--- src/verilog/bcm_map.svh ---
// Offsets, field positions, write masks and reset values of the break match block
// Assumes a 32-bit AXI4-Lite slave with an 8-bit word-aligned address
`ifndef BCM_MAP_SVH
`define BCM_MAP_SVH
`define BCM_AW           8
`define BCM_OFS_QUAL_A   8'h00
`define BCM_OFS_ADDR_A   8'h04
`define BCM_OFS_ADDR_B   8'h08
`define BCM_OFS_MASK_B   8'h0c
`define BCM_OFS_QUAL_B   8'h10
`define BCM_OFS_STATUS   8'h14
`define BCM_OFS_IRQ_EN   8'h18
`define BCM_QA_WMASK     16'h00ff
`define BCM_QB_WMASK     16'h0300
`define BCM_RST_QUAL     16'h0000
`define BCM_RST_WORD     32'h00000000
`define BCM_RST_EV       2'h0
`define BCM_QB_MEM_EN    9
`define BCM_QB_MEM_SEL   8
`define BCM_QA_MST_HI    7
`define BCM_QA_MST_LO    6
`define BCM_QA_ACC_HI    5
`define BCM_QA_ACC_LO    4
`define BCM_QA_DIR_HI    3
`define BCM_QA_DIR_LO    2
`define BCM_QA_SIZE_HI   1
`define BCM_QA_SIZE_LO   0
`define BCM_EV_A         0
`define BCM_EV_B         1
`define BCM_RESP_OKAY    2'h0
`define BCM_RESP_SLVERR  2'h2
`endif

--- src/verilog/bcm_pkg.sv ---
// Types shared by the break match block
// Assumes the bus cycle arrives on the same clock as the block
package bcm_pkg;
  typedef struct packed {
    logic        valid;
    logic        dma;
    logic        fetch;
    logic        write;
    logic [1:0]  size;
    logic [31:0] la;
    logic [15:0] xa;
    logic [15:0] ya;
  } bcm_cycle_s;
  typedef enum logic [1:0] {W_COLLECT = 2'h1, W_RESP = 2'h2} bcm_wst_e;
  typedef enum logic [1:0] {R_IDLE = 2'h1, R_RESP = 2'h2} bcm_rst_e;
endpackage : bcm_pkg

--- src/verilog/bcm_top.sv ---
// Break condition match: channel A cycle qualifier and address, channel B masked address
// Assumes bus cycles come from logic on CLOCK and software uses AXI4-Lite
//
// Summary of operation
// - Qualifier A upper byte reads zero
// - Master field: 00 off, x1 CPU, 10 DMA
// - Access field: off, fetch, data, either
// - Direction field: off, read, write, either
// - Size field: off, byte, word, longword
// - Reset clears qualifier A
// - Memory bus off: full address compare
// - Memory bus on: halves versus X/Y bits 15..1
// - Only the selected X or Y bus used
// - Reset clears channel B address
// - Set mask bit drops address bit
// - Mask halves follow the same bus mapping
// - Reset clears channel B mask
// - Channel A address compares logic bus
// - Bit 9 enables memory bus, bit 8 selects Y
// - Satisfied condition raises a break event
//
// Implementation choices: the AXI4-Lite interface to the registers and the placing of the registers.
`timescale 1ns/1ps
`include "bcm_map.svh"
module bcm_top
  import bcm_pkg::*;
(
  input  wire logic               CLOCK,
  input  wire logic               RST,
  input  wire logic               CE,
  input  wire bcm_cycle_s         BUS_CYCLE,
  input  wire logic [`BCM_AW-1:0] AWADDR,
  input  wire logic               AWVALID,
  output logic                    AWREADY,
  input  wire logic [31:0]        WDATA,
  input  wire logic [3:0]         WSTRB,
  input  wire logic               WVALID,
  output logic                    WREADY,
  output logic [1:0]              BRESP,
  output logic                    BVALID,
  input  wire logic               BREADY,
  input  wire logic [`BCM_AW-1:0] ARADDR,
  input  wire logic               ARVALID,
  output logic                    ARREADY,
  output logic [31:0]             RDATA,
  output logic [1:0]              RRESP,
  output logic                    RVALID,
  input  wire logic               RREADY,
  output logic                    BREAK_A,
  output logic                    BREAK_B,
  output logic                    IRQ
);

  function automatic logic [31:0] apply_strb(input logic [31:0] old, input logic [31:0] nw,
                                             input logic [3:0] strb);
    logic [31:0] r;
    r = old;
    for (int i = 0; i < 4; i++) begin
      if (strb[i]) begin
        r[i*8 +: 8] = nw[i*8 +: 8];
      end
    end
    return r;
  endfunction : apply_strb

  // One where every unmasked bit agrees
  function automatic logic masked_eq(input logic [31:0] ref_v, input logic [31:0] msk,
                                     input logic [31:0] val);
    return ((ref_v ^ val) & ~msk) == 32'h00000000;
  endfunction : masked_eq

  // 00 always matches, 01 first kind, 10 second kind, 11 either
  function automatic logic fld_ok(input logic [1:0] f, input logic k1, input logic k2);
    return (f == 2'h0) || (f[0] && k1) || (f[1] && k2);
  endfunction : fld_ok

  ////////////////////////////////////////////////////////////////////////////
  logic [15:0] qual_a_q, qual_a_d, qual_b_q, qual_b_d;
  logic [31:0] addr_a_q, addr_a_d, addr_b_q, addr_b_d, mask_b_q, mask_b_d;
  logic [1:0]  status_q, status_d, irq_en_q, irq_en_d;
  logic        irq_q, irq_d;

  bcm_wst_e          wst_q, wst_d;
  logic              aw_hold_q, aw_hold_d, w_hold_q, w_hold_d;
  logic [`BCM_AW-1:0] waddr_q, waddr_d;
  logic [31:0]       wdata_q, wdata_d;
  logic [3:0]        wstrb_q, wstrb_d;
  logic              awready_q, awready_d, wready_q, wready_d;
  logic [1:0]        bresp_q, bresp_d;
  logic              do_wr;

  bcm_rst_e          rst_q, rst_d;
  logic              arready_q, arready_d;
  logic [31:0]       rdata_q, rdata_d;
  logic [1:0]        rresp_q, rresp_d;
  logic [`BCM_AW-1:0] raddr_q, raddr_d;

  logic              hit_a, hit_b, mst_ok;
  logic              brk_a_q, brk_a_d, brk_b_q, brk_b_d;
  logic [31:0]       b_ref, b_msk, b_val;
  logic [31:0]       qa_new, qb_new;

  ////////////////////////////////////////////////////////////////////////////
  // Write channel: address and data taken in either order, response after both
  always_comb begin
    wst_d     = wst_q;
    aw_hold_d = aw_hold_q;
    w_hold_d  = w_hold_q;
    waddr_d   = waddr_q;
    wdata_d   = wdata_q;
    wstrb_d   = wstrb_q;
    bresp_d   = bresp_q;
    do_wr     = 1'b0;
    case (wst_q)
      W_COLLECT: begin
        if (AWVALID && awready_q) begin
          aw_hold_d = 1'b1;
          waddr_d   = AWADDR;
        end
        if (WVALID && wready_q) begin
          w_hold_d = 1'b1;
          wdata_d  = WDATA;
          wstrb_d  = WSTRB;
        end
        if (aw_hold_q && w_hold_q) begin
          do_wr     = 1'b1;
          aw_hold_d = 1'b0;
          w_hold_d  = 1'b0;
          wst_d     = W_RESP;
          if (waddr_q == `BCM_OFS_QUAL_A || waddr_q == `BCM_OFS_ADDR_A || waddr_q == `BCM_OFS_ADDR_B ||
              waddr_q == `BCM_OFS_MASK_B || waddr_q == `BCM_OFS_QUAL_B || waddr_q == `BCM_OFS_STATUS ||
              waddr_q == `BCM_OFS_IRQ_EN) begin
            bresp_d = `BCM_RESP_OKAY;
          end else begin
            bresp_d = `BCM_RESP_SLVERR;
          end
        end
      end
      W_RESP: begin
        if (BREADY) begin
          wst_d = W_COLLECT;
        end
      end
      default: wst_d = W_COLLECT;
    endcase
    awready_d = (wst_d == W_COLLECT) && !aw_hold_d;
    wready_d  = (wst_d == W_COLLECT) && !w_hold_d;
  end

  ////////////////////////////////////////////////////////////////////////////
  // Read channel: one cycle from address taken to data valid
  always_comb begin
    rst_d   = rst_q;
    rdata_d = rdata_q;
    rresp_d = rresp_q;
    raddr_d = raddr_q;
    case (rst_q)
      R_IDLE: begin
        if (ARVALID && arready_q) begin
          rst_d   = R_RESP;
          raddr_d = ARADDR;
          rresp_d = `BCM_RESP_OKAY;
          if (ARADDR == `BCM_OFS_QUAL_A) begin
            rdata_d = {16'h0000, qual_a_q};
          end else if (ARADDR == `BCM_OFS_ADDR_A) begin
            rdata_d = addr_a_q;
          end else if (ARADDR == `BCM_OFS_ADDR_B) begin
            rdata_d = addr_b_q;
          end else if (ARADDR == `BCM_OFS_MASK_B) begin
            rdata_d = mask_b_q;
          end else if (ARADDR == `BCM_OFS_QUAL_B) begin
            rdata_d = {16'h0000, qual_b_q};
          end else if (ARADDR == `BCM_OFS_STATUS) begin
            rdata_d = {30'h0, status_q};
          end else if (ARADDR == `BCM_OFS_IRQ_EN) begin
            rdata_d = {30'h0, irq_en_q};
          end else begin
            rdata_d = 32'h00000000;
            rresp_d = `BCM_RESP_SLVERR;
          end
        end
      end
      R_RESP: begin
        if (RREADY) begin
          rst_d = R_IDLE;
        end
      end
      default: rst_d = R_IDLE;
    endcase
    arready_d = (rst_d == R_IDLE);
  end

  ////////////////////////////////////////////////////////////////////////////
  // Match logic
  always_comb begin
    // Master field: bit 6 alone picks CPU, so 11 means CPU too
    if (qual_a_q[`BCM_QA_MST_HI:`BCM_QA_MST_LO] == 2'h0) begin
      mst_ok = 1'b1;
    end else if (qual_a_q[`BCM_QA_MST_LO]) begin
      mst_ok = !BUS_CYCLE.dma;
    end else begin
      mst_ok = BUS_CYCLE.dma;
    end
    hit_a = BUS_CYCLE.valid && mst_ok &&
            fld_ok(qual_a_q[`BCM_QA_ACC_HI:`BCM_QA_ACC_LO], BUS_CYCLE.fetch, !BUS_CYCLE.fetch) &&
            fld_ok(qual_a_q[`BCM_QA_DIR_HI:`BCM_QA_DIR_LO], !BUS_CYCLE.write, BUS_CYCLE.write) &&
            (qual_a_q[`BCM_QA_SIZE_HI:`BCM_QA_SIZE_LO] == 2'h0 ||
             qual_a_q[`BCM_QA_SIZE_HI:`BCM_QA_SIZE_LO] == BUS_CYCLE.size) &&
            masked_eq(addr_a_q, `BCM_RST_WORD, BUS_CYCLE.la);
    // Bit 0 of the X/Y compare never takes part; only one X/Y half is live
    if (!qual_b_q[`BCM_QB_MEM_EN]) begin
      b_ref = addr_b_q;
      b_msk = mask_b_q;
      b_val = BUS_CYCLE.la;
    end else if (!qual_b_q[`BCM_QB_MEM_SEL]) begin
      b_ref = {16'h0000, addr_b_q[31:17], 1'b0};
      b_msk = {16'hffff, mask_b_q[31:17], 1'b1};
      b_val = {16'h0000, BUS_CYCLE.xa[15:1], 1'b0};
    end else begin
      b_ref = {16'h0000, addr_b_q[15:1], 1'b0};
      b_msk = {16'hffff, mask_b_q[15:1], 1'b1};
      b_val = {16'h0000, BUS_CYCLE.ya[15:1], 1'b0};
    end
    hit_b   = BUS_CYCLE.valid && masked_eq(b_ref, b_msk, b_val);
    brk_a_d = hit_a;
    brk_b_d = hit_b;
  end

  ////////////////////////////////////////////////////////////////////////////
  // Register file
  always_comb begin
    qual_a_d = qual_a_q;
    qual_b_d = qual_b_q;
    addr_a_d = addr_a_q;
    addr_b_d = addr_b_q;
    mask_b_d = mask_b_q;
    irq_en_d = irq_en_q;
    status_d = status_q;
    qa_new   = apply_strb({16'h0000, qual_a_q}, wdata_q, wstrb_q);
    qb_new   = apply_strb({16'h0000, qual_b_q}, wdata_q, wstrb_q);
    if (do_wr) begin
      if (waddr_q == `BCM_OFS_QUAL_A) begin
        qual_a_d = qa_new[15:0] & `BCM_QA_WMASK;
      end else if (waddr_q == `BCM_OFS_ADDR_A) begin
        addr_a_d = apply_strb(addr_a_q, wdata_q, wstrb_q);
      end else if (waddr_q == `BCM_OFS_ADDR_B) begin
        addr_b_d = apply_strb(addr_b_q, wdata_q, wstrb_q);
      end else if (waddr_q == `BCM_OFS_MASK_B) begin
        mask_b_d = apply_strb(mask_b_q, wdata_q, wstrb_q);
      end else if (waddr_q == `BCM_OFS_QUAL_B) begin
        qual_b_d = qb_new[15:0] & `BCM_QB_WMASK;
      end else if (waddr_q == `BCM_OFS_STATUS && wstrb_q[0]) begin
        status_d = status_q & ~wdata_q[1:0];
      end else if (waddr_q == `BCM_OFS_IRQ_EN && wstrb_q[0]) begin
        irq_en_d = wdata_q[1:0];
      end
    end
    // Set after clear, so an event in the clearing cycle survives
    status_d[`BCM_EV_A] = status_d[`BCM_EV_A] | brk_a_q;
    status_d[`BCM_EV_B] = status_d[`BCM_EV_B] | brk_b_q;
    irq_d = |(status_d & irq_en_d);
  end

  always_ff @(posedge CLOCK) begin
    if (RST) begin
      qual_a_q  <= `BCM_RST_QUAL;
      qual_b_q  <= `BCM_RST_QUAL;
      addr_a_q  <= `BCM_RST_WORD;
      addr_b_q  <= `BCM_RST_WORD;
      mask_b_q  <= `BCM_RST_WORD;
      status_q  <= `BCM_RST_EV;
      irq_en_q  <= `BCM_RST_EV;
      irq_q     <= 1'b0;
      brk_a_q   <= 1'b0;
      brk_b_q   <= 1'b0;
      wst_q     <= W_COLLECT;
      aw_hold_q <= 1'b0;
      w_hold_q  <= 1'b0;
      waddr_q   <= '0;
      wdata_q   <= `BCM_RST_WORD;
      wstrb_q   <= 4'h0;
      awready_q <= 1'b0;
      wready_q  <= 1'b0;
      bresp_q   <= `BCM_RESP_OKAY;
      rst_q     <= R_IDLE;
      arready_q <= 1'b0;
      rdata_q   <= `BCM_RST_WORD;
      rresp_q   <= `BCM_RESP_OKAY;
      raddr_q   <= '0;
    end else if (CE) begin
      qual_a_q  <= qual_a_d;
      qual_b_q  <= qual_b_d;
      addr_a_q  <= addr_a_d;
      addr_b_q  <= addr_b_d;
      mask_b_q  <= mask_b_d;
      status_q  <= status_d;
      irq_en_q  <= irq_en_d;
      irq_q     <= irq_d;
      brk_a_q   <= brk_a_d;
      brk_b_q   <= brk_b_d;
      wst_q     <= wst_d;
      aw_hold_q <= aw_hold_d;
      w_hold_q  <= w_hold_d;
      waddr_q   <= waddr_d;
      wdata_q   <= wdata_d;
      wstrb_q   <= wstrb_d;
      awready_q <= awready_d;
      wready_q  <= wready_d;
      bresp_q   <= bresp_d;
      rst_q     <= rst_d;
      arready_q <= arready_d;
      rdata_q   <= rdata_d;
      rresp_q   <= rresp_d;
      raddr_q   <= raddr_d;
    end
  end

  assign AWREADY = awready_q;
  assign WREADY  = wready_q;
  assign BVALID  = (wst_q == W_RESP);
  assign BRESP   = bresp_q;
  assign ARREADY = arready_q;
  assign RVALID  = (rst_q == R_RESP);
  assign RDATA   = rdata_q;
  assign RRESP   = rresp_q;
  assign BREAK_A = brk_a_q;
  assign BREAK_B = brk_b_q;
  assign IRQ     = irq_q;
endmodule : bcm_top

--- config.mk ---
export PLATFORM = sky130hd
export DESIGN_NAME = bcm_top
export DESIGN_NICKNAME = d
export VERILOG_FILES = /design/src/verilog/bcm_pkg.sv /design/src/verilog/bcm_top.sv
export VERILOG_INCLUDE_DIRS = /design/src /design/src/verilog
export SDC_FILE = /design/constraint.sdc
export NUM_CORES = 1
export LEC_CHECK = 0
export BUFFER_PORTS_ARGS = -buffer_cell sky130_fd_sc_hd__buf_2
export CAP_MARGIN = 20
export CORE_MARGIN = 4
export CORE_UTILIZATION = 45
export CTS_BUF_LIST = sky130_fd_sc_hd__clkbuf_2 sky130_fd_sc_hd__clkbuf_4 sky130_fd_sc_hd__clkbuf_8
export CTS_CLUSTER_DIAMETER = 40
export CTS_CLUSTER_SIZE = 40
export DETAILED_ROUTE_END_ITERATION = 7
export GPL_ROUTABILITY_DRIVEN = 0
export PLACE_DENSITY = 0.77
export SLEW_MARGIN = 30
export SYNTH_ARGS = -nofsm -noshare
export SYNTH_HDL_FRONTEND = slang
export SYNTH_SLANG_ARGS = --single-unit
--- constraint.sdc ---
create_clock -name CLOCK -period 1.8 [get_ports CLOCK]
set_input_delay 0.09 -clock CLOCK [delete_from_list [all_inputs] [get_ports CLOCK]]
set_output_delay 0.09 -clock CLOCK [all_outputs]
set_load 0.02 [all_outputs]
* After elaboration in Yosys (flattened, before gate mapping)
Index checks and enable logic that the tools add are counted.
** Operators by class
- Eq/ne operators :: 19
- Mux-type cells :: 52
- Bitwise gates (word level) :: 13
- Reduce and logical (&&, ||, !) cells :: 61
** Operator list (count)
- 2-to-1 mux 32 bit :: 7
- zero test 32 bit :: 2
- bitwise XOR 32 bit :: 2
- 2-to-1 mux 2 bit :: 29
- equality test 8 x 5 -> 1 bit, second input constant :: 6
- 2-to-1 mux 16 bit :: 3
- AND 32 bit :: 1
- equality test 8 x 4 -> 1 bit, second input constant :: 4
- NOT 32 bit :: 1
- AND reduction 7 bit :: 4
- AND reduction 6 bit :: 4
- AND reduction 5 bit :: 4
- logical AND 1 bit :: 18
- equality test 8 x 3 -> 1 bit, second input constant :: 2
- zero test 8 bit :: 2
- AND reduction 3 bit :: 4
- logical OR 1 bit :: 11
- 2-to-1 mux 1 bit :: 10
- 2-to-1 mux 10 bit :: 1
- equality test 2 x 1 -> 1 bit, second input constant :: 4
- zero test 2 bit :: 4
- one-hot mux 2 bit (2 select lines) :: 2
- AND reduction 8 bit :: 1
- zero test 1 bit :: 5
- 8 further kinds :: 14
** Word-level totals
- Bits in registers :: 202
- Input port bits :: 130
- Word-level logic and storage cells :: 177

* Depth between registers and ports, before layout
Gate-level depths: netlist of run 1.
- Word-level depth :: 12
- Mapped depth :: 10
- Mapped depth without buffers :: 9

* Least setup slack after synthesis of run 1
Ideal clock, no wire load.
- Kind :: flip-flop to flip-flop
- Start :: register wst_q[0]
- End :: register qual_b_q[8]
- Setup time :: 0.128 ns
- Arrival :: 1.748 ns
- Data required time :: 1.672 ns
- Path slack :: -0.075 ns
- Cell stages (with the launch flop) :: 10
- Buffers on the path :: 3
- Path through :: dfxtp_1 ha_1 buf_2 and3_1 clkbuf_1 buf_4 nand2_1 nor3_1 mux2i_1 nor2_1
** On the way
- Cells in the longest elaborated chain, start to end :: 3
** RTL lines
- start: declaration :: line bcm_top.sv:83 : bcm_wst_e wst_q, wst_d;
- start signal: assignment :: line bcm_top.sv:301 : wst_q <= wst_d;
- equality test 2 x 1 -> 1 bit :: line bcm_top.sv:114 : case (wst_q)
- 2-to-1 mux 1 bit :: line bcm_top.sv:114
- AND reduction 8 bit (no line)
- end signal: assignment :: line bcm_top.sv:267 : qual_b_q <= `BCM_RST_QUAL;
- end signal: assignment :: line bcm_top.sv:292 : qual_b_q <= qual_b_d;
- end: declaration :: line bcm_top.sv:78 : logic [15:0] qual_a_q, qual_a_d, qual_b_q, qual_b_d;
No other way between the ends.
A chain may end at the register's enable or synchronous reset.

* Final worst setup path of run 1
- Start :: register waddr_q[6]
- End :: register irq_q, in the netlist IRQ
** On the way
- Cells in the longest elaborated chain, start to end :: 12
** RTL lines
- start: declaration :: line bcm_top.sv:85 : logic [`BCM_AW-1:0] waddr_q, waddr_d;
- start signal: assignment :: line bcm_top.sv:304 : waddr_q <= waddr_d;
- equality test 8 x 5 -> 1 bit (no line)
- logical AND 1 bit, on equally long branches :: line bcm_top.sv:252, bcm_top.sv:254
- 2-to-1 mux 2 bit, on equally long branches :: line bcm_top.sv:252, bcm_top.sv:254
- 2-to-1 mux 2 bit, on equally long branches :: line bcm_top.sv:250, bcm_top.sv:252
- 2-to-1 mux 2 bit, on equally long branches :: line bcm_top.sv:248, bcm_top.sv:250
- 2-to-1 mux 2 bit, on equally long branches :: line bcm_top.sv:246, bcm_top.sv:248
- 2-to-1 mux 2 bit, on equally long branches :: line bcm_top.sv:244, bcm_top.sv:246
- 2-to-1 mux 2 bit, on equally long branches :: line bcm_top.sv:242, bcm_top.sv:244
- 2-to-1 mux 2 bit, on equally long branches :: line bcm_top.sv:241, bcm_top.sv:242
- OR 1 bit (tied with other cells) :: line bcm_top.sv:259 : status_d[`BCM_EV_A] = status_d[`BCM_EV_A] | brk_a_q;
- AND 2 bit * :: line bcm_top.sv:261 : irq_d = |(status_d & irq_en_d);
- OR reduction 2 bit * :: line bcm_top.sv:261
- end signal: assignment :: line bcm_top.sv:298 : irq_q <= irq_d;
- end: declaration :: line bcm_top.sv:81 : logic irq_q, irq_d;
Every way passes the cells marked *; elsewhere a longest branch is shown, timed or not.

==> impl_metrics.csv, run 1 <==
group,metric,value,unit
synthesis,syn_area,9870,um2
floorplan,die_area,24400,um2
critical_path,timing_worst_setup_path_type,"reg2reg",
synthesis,synth-seq-cells,200,
drt,vias,9505,
clock_tree,root_buffer,"clkbuf_8",
outcome,run_status,"finished, violations left",
clock_tree,cts.reportedPaths.clkPinSlew,0.10,ns
timing,fin_setup_tns,-0.138,ns
finish,final_area,12700,um2
critical_path,cp_max_fo,4,
finish,drive_gt1_share,27.4,%
global_route,grt_pass1_wl,48700,um
critical_path,r2r_slack,-0.06,ns
clock_tree,cts_sinks,200,
synthesis,ys_seq_area_share,40.5,%
timing,setup_viol,6,
drt,via_per_inst,5.70,
drt,ant_nets,0,
drt,dr.pass1.iters,7,
timing,finClkSkew,0.0219,ns
global_route,grt_pass1_vias,9098,
clock_tree,cts_buffers,17,
critical_path,worstPathArrival,2.27,ns
clock_tree,htree_levels,4,
power,vdd_drop_max,473,uV
drt,wl_per_cell,19.0,um
floorplan,core,21300,um2
min_path,hold_path.class,"in2reg",
finish,antenna_cells,0,
drt,routed_wl,31800,um
timing,finalCriticalPeriod,1.86,ns
timing,rsz0062_at_grt,"true",
critical_path,end_kind,"flop",
clock_tree,cts_tree,"built",
job,drv_cap,0,
finish,final_nets,1515,
finish,area_growth,28.9,%
global_route,antenna_found_initial,1,
global_route,grt_max_degree,107,
synthesis,syn_area_per_cell,8.75,um2
outcome,violations,"setup timing",
critical_path,path_buf_inv,0,
timing,setup_slack,-0.0596,ns
synthesis,synthArstFlopShare,0,%
floorplan,rows,53,
drt,first_iter_violations,1038,
drt,drc,0,
critical_path,crit_slowest_cell,"or4b_4",
synthesis,synth.distinct_cells,67,
timing,max_freq,538,MHz
power,power_leakage,0.00505,uW
critical_path,slowest_delay,0.59,ns
power,power_density,663,nW/um2
placed_design,port_buffers,169,
timing,maxSlewViolCount,0,
floorplan,boundaryPins,174,
timing,timing.final.crit_share,103,%
placed_design,dpl_cell_area,11500,um2
clock_tree,cts_buffer_depth,2,
floorplan,die_h,156,um
synthesis,yosys_warnings,0,
global_route,grt-ovfl-total,0,
finish,final_cell_mix,"dfxtp_1 (189), nor2_1 (188), buf_2 (169)",
timing,hold_violations,0,
critical_path,start_kind,"flop",
synthesis,synthFlopType,"dfxtp_1",
finish,layoutNonFillerInstCount,1668,
floorplan,initial_core_util,46.4,%
global_route,gr-usage-all-layers,25.2,%
finish,final_common_cell,"dfxtp_1",
placed_design,place_inst,1582,
critical_path,cp.required,2.21,ns
clock_tree,clock_latency,0.49,ns
critical_path,critPathTopFamily,"simple AND/OR/NAND/NOR gates",
synthesis,synthCells,1128,
power,p_total,8440,uW
floorplan,die_x,156,um
critical_path,path_cells,"or4b_4 -> nor2_4 -> nand2_2 -> a2111o_1 -> a21oi_1",
synthesis,synth_edf_count,0,
placed_design,dp.final_hpwl,22600,um
final timing paths:
kind	depth (start not counted)	end	startpoint
worst max-delay path	5	IRQ	waddr_q[6]
worst max register to register	5	IRQ	waddr_q[6]
worst min-delay path	4	WREADY	WVALID
worst min register to register	2	RDATA[6]	RDATA[6]
layout make-up:
cell class / count / area, um2
Clock inverter: 14 / 164
Sequential cell: 200 / 4030
Timing Repair Buffer: 299 / 2230
Clock buffer: 17 / 234
Inverter: 15 / 60.1
Fill cell: 1777 / 8560
Tap cell: 275 / 344
Multi-Input combinational cell: 848 / 5670
cell usage after synthesis (all sizes together), types with 4 or more instances:
master | number | area share, %
dfxtp | 200 | 41
nor2 | 198 | 8.1
nand2 | 125 | 4.8
a21oi | 111 | 5.6
mux2i | 111 | 11
xnor2 | 50 | 4.4
clkbuf | 40 | 2.1
a22oi | 27 | 2.1
xor2 | 27 | 2.4
buf | 24 | 1.7
o22ai | 24 | 1.5
mux2 | 22 | 2.5
o21ai | 17 | 0.86
nand3 | 16 | 1.0
nor4 | 16 | 1.2
inv | 15 | 0.57
nor3 | 14 | 0.86
nand4 | 12 | 0.89
mux4 | 6 | 1.4
nand2b | 6 | 0.38
nor2b | 5 | 0.32
nor4b | 5 | 0.51
a31oi | 4 | 0.25
ha | 4 | 0.51
o21a | 4 | 0.30
o31ai | 4 | 0.30
power breakdown:
group          internal, uW  switching (uW)  total (uW)
clock                  1270            1730        3000
combinational           413             515         928
sequential             4460            54.2        4520
total                  6140            2300        8440
logic make-up after synthesis:
family / after synthesis / share of synthesized area, %
and+or+nand+nor: 414 / 19.4
other: 1 / 0.0380
DFF: 200 / 40.5
adders and majority gates: 4 / 0.507
buffers and inverters: 81 / 4.59
AOI/OAI and AO/OA: 212 / 12.9
muxes: 139 / 15.1
xor gates and xnor gates: 77 / 6.83
through the flow:
step	utilization, %	worst slack [ns]	hold WS (ns)
floorplan	-	0.00712	0.225
global placement	54.0	-0.141	0.331
detailed placement	54.0	-0.151	0.335
CTS	58.4	-0.0379	0.00776
global route	59.8	-0.108	0.0217
finish	59.8	-0.0596	0.0295
routing by layer:
layer,vias to the layer above,routed length (um),part of all wire [%],GRT usage [%]
met1,4473,12700,40,32.9
met3,95,2940,9.2,4.80
li1,4440,-,-,-
met5,-,13,0.041,0
met2,495,15000,47,41.3
met4,2,1120,3.5,9.83
state kept, by name, indices dropped and copies added, names as in the netlist, 2 cells and up:
signal	cells
qual_b_q	2
waddr_q	8
status_q	2
qual_a_q	8
addr_a_q	32
addr_b_q	32
irq_en_q	2
mask_b_q	32
rst_q	2
wstrb_q	4
wdata_q	32
RDATA	32
wst_q	2
repair_timing:
item,in CTS,in global routing
buffers inserted,3,6
setup endpoints to repair,61,116
hold buffers,46,0
resized for setup,16,58
endpoints found under the hold margin,46,0
pin swaps,10,33
gates cloned,0,1
worst register-to-register path: stages (launching register included):
cell and delay [ns]:
dfxtp_4 0.37, or4b_4 0.59, nor2_4 0.15, nand2_2 0.10
a2111o_1 0.41, a21oi_1 0.15
No activity file was read; power rests on OpenSTA's default activity.
==> inputs of run 2 (changes only) <==
--- a/config.mk
+++ b/config.mk
@@ -6,15 +6,17 @@
 export SDC_FILE = /design/constraint.sdc
 export NUM_CORES = 1
 export LEC_CHECK = 0
+export ABC_AREA = 1
 export BUFFER_PORTS_ARGS = -buffer_cell sky130_fd_sc_hd__buf_2
 export CAP_MARGIN = 20
-export CORE_MARGIN = 4
+export CORE_MARGIN = 5
 export CORE_UTILIZATION = 45
 export CTS_BUF_LIST = sky130_fd_sc_hd__clkbuf_2 sky130_fd_sc_hd__clkbuf_4 sky130_fd_sc_hd__clkbuf_8
 export CTS_CLUSTER_DIAMETER = 40
 export CTS_CLUSTER_SIZE = 40
 export DETAILED_ROUTE_END_ITERATION = 7
 export GPL_ROUTABILITY_DRIVEN = 0
+export GPL_TIMING_DRIVEN = 1
 export PLACE_DENSITY = 0.77
 export SLEW_MARGIN = 30
 export SYNTH_ARGS = -nofsm -noshare
==> run 2 against run 1 <==
  * The run now ends clean
  * Total power up 4.6%
  * Sequential share of layout area down 0.29 points
  * Via count up 18%
  * Setup slack better by 0.095 ns
  * Area after synthesis up 1.4%
  * Cell area up 0.66%
  * Critical path type unchanged
==> impl_metrics.csv, run 2 <==
group,metric,value,unit
placed_design,port_buffers,169,
synthesis,synth_edf_count,0,
clock_tree,clock_latency,0.50,ns
timing,finClkSkew,0.0181,ns
min_path,worstHoldPathCells,3,
drt,vias,11200,
placed_design,dp.final_hpwl,26700,um
finish,fillers,2057,
drt,dr.pass1.iters,6,
power,combPwrFrac,10.1,%
clock_tree,cts_sinks,200,
critical_path,timing_worst_setup_path_type,"reg2reg",
drt,routed_wl,36200,um
critical_path,path_cells,"inv_1 -> nand4_4 -> nor2_4 -> nand2_1 -> nor2_4 -> buf_4 -> nand2_8 -> o21ai_0 -> a21oi_1",
timing,finalCriticalPeriod,1.76,ns
drt,first_iter_violations,1408,
timing,fin_setup_tns,0,ns
finish,final_cell_mix,"nand2_1 (284), inv_1 (200), dfxtp_1 (196)",
floorplan,die_area,25300,um2
global_route,grt_pass1_wl,55400,um
synthesis,ys_seq_area_share,40.0,%
clock_tree,root_buffer,"clkbuf_8",
timing,tightest_slew,0.679,ns
power,power_frac_seq,51.3,%
critical_path,cp_max_fo,16,
job,drv_cap,0,
critical_path,reg2reg_from,"waddr_q[6]",
power,power_leakage,0.00562,uW
timing,maxSlewHeadroom,54.3,%
global_route,grt-ovfl-total,0,
floorplan,rows,54,
power,power_density,689,nW/um2
timing,timing.final.crit_share,98.0,%
synthesis,synthCells,1491,
power,vdd_drop_max,451,uV
floorplan,die_x,159,um
synthesis,synth_top_area_share,40.0,%
floorplan,initial_core_util,45.7,%
floorplan,core,21900,um2
outcome,run_status,"completed",
synthesis,synth_most_common_cell,"nand2_1",
synthesis,synthTopCellsByArea,"dfxtp_1 (40%), nand2_1 (11%), o21ai_0 (9.8%)",
critical_path,rr_endpoint,"mask_b_q[14]",
critical_path,path_buf_inv,2,
synthesis,synth-seq-cells,200,
clock_tree,cts_tree,"built",
finish,antenna_cells,0,
synthesis,synthFlopType,"dfxtp_1",
synthesis,yosys_warnings,0,
critical_path,reg2regPathDepth,9,
synthesis,synthArstFlopShare,0,%
synthesis,netlist_top_cells_count,"nand2_1 (292), inv_1 (205), dfxtp_1 (200), o21ai_0 (197), a21oi_1 (174)",
synthesis,syn_area,10000,um2
floorplan,boundaryPins,174,
critical_path,slowest_delay,0.32,ns
power,clkPwrFrac,38.6,%
drt,drc,0,
finish,final_nets,1871,
floorplan,die_h,159,um
critical_path,cp_common_cell,"nor2_4",
min_path,min_to,"wdata_q[8]",
critical_path,critPathTopFamily,"simple AND/OR/NAND/NOR gates",
timing,hold_violations,0,
global_route,antenna_found_initial,1,
critical_path,worstPathArrival,2.16,ns
synthesis,yosys.area.top_type,"dfxtp_1",
clock_tree,htree_levels,4,
finish,drive_gt1_share,19.8,%
power,switching_share,25.5,%
global_route,gr-usage-all-layers,27.0,%
timing,maxSlewViolCount,0,
synthesis,syn_area_per_cell,6.72,um2
critical_path,cp.required,2.19,ns
finish,final_util,58.5,%
power,switching_power,2250,uW
finish,final_common_cell,"nand2_1",
finish,area_growth,28.0,%
power,p_int,6580,uW
critical_path,r2r_slack,0.04,ns
global_route,grt_max_degree,77,
drt,wl_per_cell,17.8,um
min_path,hold_path.class,"in2reg",
synthesis,synth.distinct_cells,42,
critical_path,end_kind,"flop",
clock_tree,cts_buffer_depth,2,
clock_tree,cts.reportedPaths.clkPinSlew,0.11,ns
timing,max_freq,567,MHz
critical_path,start_kind,"flop",
global_route,grt_pass1_vias,10500,
drt,ant_nets,0,
min_path,hp-start,"WDATA[8]",
critical_path,crit_slowest_cell,"dfxtp_1",
clock_tree,cts_buffers,17,
drt,via_per_inst,5.54,
timing,setup_viol,0,
## run 2: cell types whose count changed after synthesis, sizes merged, moves of 62 or more
cell,delta
o21ai,+185
nand3,+62
nand2,+173
a21oi,+63
mux2i,-111
inv,+194
## run 2: cell families (layout without fill, tap and decap cells)
family	count (synthesis)	in the layout	synth area share [%]
and+or+nand+nor	552	553	23.5
AOI/OAI and AO/OA	441	441	23.6
buffers and inverters	282	539	11.4
DFF	200	200	40.0
xor gates and xnor gates	11	11	0.962
adders and majority gates	4	4	0.500
other	1	2	0.0375
## run 2: what timing repair did
| item | in CTS | in global routing |
|---|---|---|
| gates resized for setup | 7 | 85 |
| endpoints found under the setup margin | 20 | 128 |
| hold endpoints to repair | 46 | 0 |
| setup buffers | 0 | 8 |
| gates cloned | 0 | 2 |
| pin swaps | 0 | 13 |
| hold buffers | 46 | 0 |
## run 2: power groups by stage
stage          Sequential, uW  Clock, uW  Combinational (uW)
6_report                 4530       3410                 891
5_1_grt                  4540       3610                 977
2_1_floorplan            4620          0                 413
3_5_place_dp             4630          0                 753
3_3_place_gp             4630          0                 737
4_1_cts                  4530       3400                 835
## run 2: tightest hold or removal path: stages
cell and delay (ns):
buf_2 0.08, o21ai_0 0.17, a21oi_1 0.15
## run 2: per-stage QoR
| stage | setup WS, ns | cell area (um2) | std cells | hold slack, ns | power (uW) |
|---|---|---|---|---|---|
| after CTS | -0.0434 | 12500 | 2021 | 0.0156 | 8760 |
| after detailed placement | -0.0664 | 11500 | 1943 | 0.321 | 5380 |
| after global placement | -0.0160 | 11500 | 1943 | 0.311 | 5360 |
| final | 0.0359 | 12800 | 2030 | 0.0216 | 8830 |
| after floorplan | 0.0980 | 10000 | 1492 | 0.225 | 5030 |
| after global routing | -0.0825 | 12800 | 2030 | 0.0149 | 9120 |
## run 2: worst max-delay path by stage
stage                     startpoint            to  slack, ns  depth (start not counted)
after CTS                   wst_q[1]  mask_b_q[19]      -0.04                         10
final                     waddr_q[6]  mask_b_q[14]       0.04                          9
after floorplan             wst_q[1]  addr_b_q[13]        0.1                         10
after detailed placement    rst_q[1]      RDATA[8]      -0.07                         10
after global placement      rst_q[1]      RDATA[8]      -0.02                         10
after global routing      waddr_q[6]           IRQ      -0.08                         12
## run 2: layer usage
metal	share of wire (%)	routed length, um	GRT usage, %	vias up
met1	40	14300	35.2	5033
li1	-	-	-	5388
met4	5.0	1810	11.4	2
met2	44	16000	42.6	650
met5	0.036	13	0	-
met3	11	4090	6.99	172
## run 2: area by class of cell
class / instances / area (um2) / area share, %
Clock inverter: 13 / 219 / 1.71
Clock buffer: 19 / 255 / 1.99
Tap cell: 280 / 350 / 2.73
Multi-Input combinational cell: 1011 / 5080 / 39.6
Timing Repair Buffer: 298 / 2100 / 16.4
Sequential cell: 200 / 4010 / 31.3
Inverter: 209 / 800 / 6.24
